File: config.mk
export PLATFORM = sky130hd
export DESIGN_NAME = supply_droop_detector
export DESIGN_NICKNAME = d
export VERILOG_FILES = /design/src/common/droop_pkg.sv /design/src/supply_droop_detector.sv
export SDC_FILE = /design/constraint.sdc
export NUM_CORES = 1
export LEC_CHECK = 0
export BUFFER_PORTS_ARGS = -buffer_cell sky130_fd_sc_hd__buf_2
export CAP_MARGIN = 20
export CORE_UTILIZATION = 29
export CTS_CLUSTER_DIAMETER = 40
export CTS_CLUSTER_SIZE = 40
export DETAILED_ROUTE_END_ITERATION = 8
export GPL_TIMING_DRIVEN = 0
export PLACE_DENSITY = 0.52
export SLEW_MARGIN = 20
export SYNTH_ARGS = -nofsm -noshare
export SYNTH_HDL_FRONTEND = slang
export SYNTH_SLANG_ARGS = --single-unit
File: constraint.sdc
create_clock -name clk_sys_in -period 2.6 [get_ports clk_sys_in]
set_input_delay 0.52 -clock clk_sys_in [delete_from_list [all_inputs] [get_ports clk_sys_in]]
set_output_delay 0.52 -clock clk_sys_in [all_outputs]
set_load 0.005 [all_outputs]
File: src/common/droop_pkg.sv
// Purpose: constants for the supply droop detector control block
// Assumes: 8-bit register port, one register plus flag/enable register
// Notes: offsets are word indices on the plain register port
package droop_pkg;
  localparam logic [1:0] CTRL_OFFSET = 2'h0;
  localparam logic [1:0] IRQ_OFFSET = 2'h1;
  localparam int TRIP_LSB = 0;
  localparam int TRIP_MSB = 3;
  localparam int ENABLE_BIT = 4;
  localparam int STABLE_BIT = 5;
  localparam int IRQ_FLAG_BIT = 0;
  localparam int IRQ_ENABLE_BIT = 1;
  localparam int GLOBAL_ENABLE_BIT = 2;
  localparam logic [3:0] TRIP_RESET = 4'h5;
  localparam logic [3:0] TRIP_EXTERNAL = 4'hf;
  localparam logic [3:0] TRIP_RESERVED = 4'h0;
  localparam logic ENABLE_RESET = 1'b0;
  // fewest powered cycles before the synchronised stable level can arm the flag
  localparam logic [3:0] SETTLE_MIN_CYCLES = 4'h3;
endpackage

File: src/supply_droop_detector.sv
// Purpose: control, flag and wake logic of a supply droop detector
// Assumes: analog comparator and reference outside; asynchronous outputs
// Notes: flag and enables sit in a second register of their own
`timescale 1ns/100ps

module supply_droop_detector
  import droop_pkg::*;
(
  input wire logic clk_sys_in,
  input wire logic rst_n_in,
  input wire logic [1:0] addr_in,
  input wire logic [7:0] wdata_in,
  input wire logic wr_in,
  input wire logic rd_in,
  output logic [7:0] rdata_out,
  input wire logic comparator_low_in,
  input wire logic reference_stable_in,
  input wire logic sleep_in,
  output logic detector_power_enable_out,
  output logic [3:0] trip_select_out,
  output logic use_external_trip_input_out,
  output logic vector_request_out,
  output logic wake_out
);

  // ------------------------------------------------------------
  // registers
  // ------------------------------------------------------------
  logic [3:0] trip_select_reg;
  logic detector_power_enable_reg;
  logic low_voltage_irq_flag_reg;
  logic low_voltage_irq_enable_reg;
  logic global_irq_enable_reg;
  logic [2:0] cmp_sync_reg;
  logic [2:0] stb_sync_reg;
  logic cmp_low;
  logic ref_stable;
  logic stable_flag;
  logic set_flag;
  logic clr_flag;
  logic wr_ctrl;
  logic wr_irq;
  logic [3:0] powered_cycles_reg;

  // ------------------------------------------------------------
  // helpers
  // ------------------------------------------------------------
  // true when the port index selects the given register
  function automatic logic index_hit(input logic [1:0] index, input logic [1:0] target);
    return index == target;
  endfunction

  // a synchronised level moves only once stages two and three agree
  function automatic logic settled_level(input logic [2:0] stages, input logic held);
    logic result;
    result = held;
    if (stages[1] == stages[2]) begin
      result = stages[2];
    end
    return result;
  endfunction

  // read image of the control register; upper two bits are unimplemented
  function automatic logic [7:0] ctrl_image(input logic stable, input logic enable,
                                            input logic [3:0] trip);
    return {2'h0, stable, enable, trip};
  endfunction

  // ------------------------------------------------------------
  // elaboration checks
  // ------------------------------------------------------------
  // the logic packs every field into one byte with a four bit trip code
  if (TRIP_MSB - TRIP_LSB != 3) begin : g_trip_width_bad
    $error("trip select field must be four bits wide");
  end
  if (ENABLE_BIT > 7 || STABLE_BIT > 7 || GLOBAL_ENABLE_BIT > 7) begin : g_bit_pos_bad
    $error("field positions must fit one byte");
  end

  assign wr_ctrl = wr_in && index_hit(addr_in, CTRL_OFFSET);
  assign wr_irq = wr_in && index_hit(addr_in, IRQ_OFFSET);

  // ------------------------------------------------------------
  // input synchronisers
  // ------------------------------------------------------------
  // three stages; a change counts once stages two and three agree
  always_ff @(posedge clk_sys_in or negedge rst_n_in) begin
    if (!rst_n_in) begin
      cmp_sync_reg <= 3'h0;
      stb_sync_reg <= 3'h0;
    end else begin
      cmp_sync_reg <= {cmp_sync_reg[1:0], comparator_low_in};
      // a stale stable level must not survive a power cycle
      if (detector_power_enable_reg) begin
        stb_sync_reg <= {stb_sync_reg[1:0], reference_stable_in};
      end else begin
        stb_sync_reg <= 3'h0;
      end
    end
  end

  always_ff @(posedge clk_sys_in or negedge rst_n_in) begin
    if (!rst_n_in) begin
      cmp_low <= 1'b0;
      ref_stable <= 1'b0;
    end else begin
      cmp_low <= settled_level(cmp_sync_reg, cmp_low);
      if (!detector_power_enable_reg) begin
        ref_stable <= 1'b0;
      end else begin
        ref_stable <= settled_level(stb_sync_reg, ref_stable);
      end
    end
  end

  // stable only counts while powered; the analog signal ends it, no timer
  assign stable_flag = detector_power_enable_reg && ref_stable;

  // cycles since power-up, saturating; only the checks read it
  always_ff @(posedge clk_sys_in or negedge rst_n_in) begin
    if (!rst_n_in) begin
      powered_cycles_reg <= 4'h0;
    end else if (!detector_power_enable_reg) begin
      powered_cycles_reg <= 4'h0;
    end else if (powered_cycles_reg != 4'hf) begin
      powered_cycles_reg <= powered_cycles_reg + 4'h1;
    end
  end

  // ------------------------------------------------------------
  // control register and interrupt enable bits
  // ------------------------------------------------------------
  always_ff @(posedge clk_sys_in or negedge rst_n_in) begin
    if (!rst_n_in) begin
      trip_select_reg <= TRIP_RESET;
      detector_power_enable_reg <= ENABLE_RESET;
    end else if (wr_ctrl) begin
      trip_select_reg <= wdata_in[TRIP_MSB:TRIP_LSB];
      detector_power_enable_reg <= wdata_in[ENABLE_BIT];
    end
  end

  always_ff @(posedge clk_sys_in or negedge rst_n_in) begin
    if (!rst_n_in) begin
      low_voltage_irq_enable_reg <= 1'b0;
      global_irq_enable_reg <= 1'b0;
    end else if (wr_irq) begin
      low_voltage_irq_enable_reg <= wdata_in[IRQ_ENABLE_BIT];
      global_irq_enable_reg <= wdata_in[GLOBAL_ENABLE_BIT];
    end
  end

  // ------------------------------------------------------------
  // flag
  // ------------------------------------------------------------
  // comparator keeps running in sleep, so no sleep term here
  assign set_flag = stable_flag && cmp_low;
  assign clr_flag = wr_irq && !wdata_in[IRQ_FLAG_BIT];

  // set wins over a simultaneous software clear
  always_ff @(posedge clk_sys_in or negedge rst_n_in) begin
    if (!rst_n_in) begin
      low_voltage_irq_flag_reg <= 1'b0;
    end else if (set_flag) begin
      low_voltage_irq_flag_reg <= 1'b1;
    end else if (clr_flag) begin
      low_voltage_irq_flag_reg <= 1'b0;
    end
  end

  // ------------------------------------------------------------
  // read port
  // ------------------------------------------------------------
  always_ff @(posedge clk_sys_in or negedge rst_n_in) begin
    if (!rst_n_in) begin
      rdata_out <= 8'h00;
    end else if (rd_in) begin
      case (addr_in)
        CTRL_OFFSET: rdata_out <= ctrl_image(stable_flag, detector_power_enable_reg,
                                             trip_select_reg);
        IRQ_OFFSET: rdata_out <= {5'h00, global_irq_enable_reg,
                                  low_voltage_irq_enable_reg, low_voltage_irq_flag_reg};
        default: rdata_out <= 8'h00;
      endcase
    end else begin
      rdata_out <= 8'h00;
    end
  end

  // ------------------------------------------------------------
  // outputs
  // ------------------------------------------------------------
  assign detector_power_enable_out = detector_power_enable_reg;
  assign trip_select_out = trip_select_reg;
  assign use_external_trip_input_out = (trip_select_reg == TRIP_EXTERNAL);
  // wake needs only the local enable; vectoring also needs the global one
  assign wake_out = sleep_in && low_voltage_irq_flag_reg
                    && low_voltage_irq_enable_reg;
  assign vector_request_out = low_voltage_irq_flag_reg && low_voltage_irq_enable_reg
                              && global_irq_enable_reg;
endmodule
==> impl_metrics.py <==
metrics = {
    "synth": {
        "synth_compound_area_share_pct": 3.545,
        "synthMostInstantiatedCell": "dfrtp_1",
        "synth_commonest_cells": "dfrtp_1 (20), mux2_2 (7), and2_1 (3), mux2i_1 (3), nor2_1 (3)",
        "synth_top_area_share_pct": 59.08,
        "avgSynthCellArea_sq_um": 14.60,
        "ys_ff_latch": 22,
        "async_flop_share_pct": 100.0,
        "syn_inst": 58,
        "yosysUniqueCellTypes": 23,
        "yosysTopAreaCell": "dfrtp_1",
        "synth_top_flop_cell": "dfrtp_1",
        "synth_fa_ha_area_share_pct": 1.182,
        "synth_xor_area_share_pct": 0,
        "synth-simple-area-share_pct": 13.15,
        "ys_warn_count": 0,
        "syn_area_sq_um": 847.1,
        "yosysSeqAreaShare_pct": 65.29,
        "synthTopCellsByArea": "dfrtp_1 (59%), mux2_2 (9.3%), dfstp_2 (6.2%)",
        "synthMuxAreaShare_pct": 12.85,
        "synth_edf_count": 0,
        "synth_top_family_by_area": "simple AND/OR/NAND/NOR gates",
    },
    "placement": {
        "gp_congestion": 0.6955,
        "port_buffers": 26,
        "post_dp_cell_area_sq_mm": 0.001020,
        "pre_cts_ws_ns": 1.102,
        "dp.cells": 116,
    },
    "floorplan": {
        "core_area_sq_mm": 0.002758,
        "initial_core_util_pct": 30.72,
        "die_y_um": 56.05,
        "die_w_um": 56.05,
        "row_count": 19,
        "num_io_pins": 33,
        "dieArea_sq_mm": 0.003141,
    },
    "timing": {
        "fin_skew_ns": 0.01270,
        "fin_tns_setup_ns": 0,
        "finalHoldViolations": 0,
        "finalMaxSlewViolations": 0,
        "fin_ws_ns": 0.9128,
        "fmax_mhz": 592.7,
        "fin_crit_sh_pct": 64.89,
        "whs_ns": 0.1451,
        "rsz0062_at_grt": "false",
        "period_minus_slack_ns": 1.687,
        "setup_violations": 0,
    },
    "power": {
        "leakage_nw": 0.5348,
        "internal_power_mw": 0.5978,
        "power_frac_comb_pct": 13.1,
        "vdd_drop_max_mv": 0.7724,
        "clock_power_share_pct": 33.1,
        "switching_share_pct": 21.46,
        "finalPower_mw": 0.7612,
        "power.density_mw_per_mm2": 709.9,
        "seqPwrFrac_pct": 53.8,
        "switchingPower_mw": 0.1634,
    },
    "outcome": {
        "outcome": "finished clean",
    },
    "global_routing": {
        "first_global_vias": 544,
        "track_usage_pct": 9.990,
        "antenna_found_initial": 0,
        "grt_overflow": 0,
        "grt_pass1_wl_um": 2380,
        "grt_max_degree": 23,
    },
    "route": {
        "met2_length_um": 658,
        "viasPerCell": 4.417,
        "top_layer": "met3",
        "met3_length_um": 95,
        "wl_per_cell_um": 11.58,
        "wl_met1_um": 636,
        "drt_iter0_drc": 4,
        "dr.pass1.iters": 2,
        "postRouteAntennaNets": 0,
        "drc": 0,
        "via_count": 530,
        "drt-total-wl_um": 1390,
    },
    "critical_path": {
        "cp_max_fo": 4,
        "cp.arrival_ns": 1.17,
        "cp.required_ns": 2.08,
        "crit_path_end_kind": "output pin",
        "crit_type": "flop to output pin",
        "start_kind": "flop",
    },
    "clocking": {
        "cts_tree": "built",
        "cts_resized": 0,
        "cts_buffer_depth": 2,
        "cts_max_level": 1,
        "root_buffer": "clkbuf_4",
        "cts.reportedPaths.clkPinSlew_ns": 0.12,
        "holdBufCountCts": 0,
        "numCtsBuffers": 3,
        "post_cts_buffers": 0,
        "cts.sinks": 22,
        "clk_latency_ns": 0.31,
    },
    "cells_and_area": {
        "fin_area_sq_mm": 0.001072,
        "final_nets": 107,
        "largest_reg_flops": 6,
        "n_antenna_cell": 0,
        "drive_gt1_share_pct": 48.31,
        "synthToLayoutAreaGrowth_pct": 26.59,
        "top_register": "rdata_out",
        "fin_util_pct": 38.88,
        "fin_cells": 120,
    },
    "hold_path": {
        "hp-class": "input pin to async pin",
    },
    "flow_run": {
        "max_cap_violations": 0,
    },
}
power by group through the flow:
| stage | registers, mW | logic (mW) | clock network [mW] |
|---|---|---|---|
| after floorplan | 0.411 | 0.0527 | 0 |
| after global placement | 0.416 | 0.101 | 0 |
| after detailed placement | 0.417 | 0.102 | 0 |
| after CTS | 0.411 | 0.103 | 0.263 |
| after global routing | 0.415 | 0.113 | 0.280 |
| final | 0.409 | 0.100 | 0.252 |
worst paths after layout:
| check | startpoint | end | slack (ns) | cells past startpoint |
|---|---|---|---|---|
| min | rst_n_in | trip_select_out[3]$_DFFE_PN0P_ | 0.15 | 1 |
| min in group clk_sys_in | comparator_low_in | cmp_sync_reg[0]$_DFF_PN0_ | 0.32 | 1 |
| min reg2reg | cmp_sync_reg[0]$_DFF_PN0_ | cmp_sync_reg[1]$_DFF_PN0_ | 0.36 | 0 |
| max in group asynchronous | rst_n_in | trip_select_out[2]$_DFFE_PN1P_ | 2.10 | 1 |
| max | trip_select_out[0]$_DFFE_PN1P_ | use_external_trip_input_out | 0.91 | 2 |
| max reg2reg | detector_power_enable_out$_DFFE_PN0P_ | low_voltage_irq_flag_reg$_DFFE_PN0P_ | 1.63 | 2 |
routing by layer:
metal / vias up / global-route usage, %
met5: - / 0
met4: 0 / 2.091
met3: 0 / 4.651
met2: 17 / 16.33
met1: 252 / 12.10
li1: 261 / -
critical path: stages (launching register included):
cell and delay (ns):
dfstp_2 0.58, and4_1 0.18, buf_2 0.10
cells in the final DEF (no fill, tap or decap), drive strengths merged, types with 3 or more instances in the layout:
master,count
clkbuf,3
nor3b,3
mux2,7
buf,29
and2,3
dfrtp,20
mux2i,3
nor2,3
layout make-up:
| cell class | count | area (sq um) |
|---|---|---|
| multi-input cells | 33 | 267.8 |
| fillers | 270 | 1685 |
| well taps | 31 | 38.79 |
| clock inverters | 1 | 30.03 |
| repair buffers | 26 | 130.1 |
| clock buffers | 3 | 22.52 |
| inverters | 1 | 3.754 |
| plain buffers | 3 | 26.28 |
| flip-flops and latches | 22 | 553.0 |
kinds of logic (layout without fill, tap and decap cells):
family          after synthesis  in the layout
flops                        22             22
fa+ha+maj                     1              1
simple gates                 16             16
other cells                   1              2
compound gates                4              4
mux                          10             10
buf+inv                       4             34
Note: power is estimated with default switching activity, not from simulation.
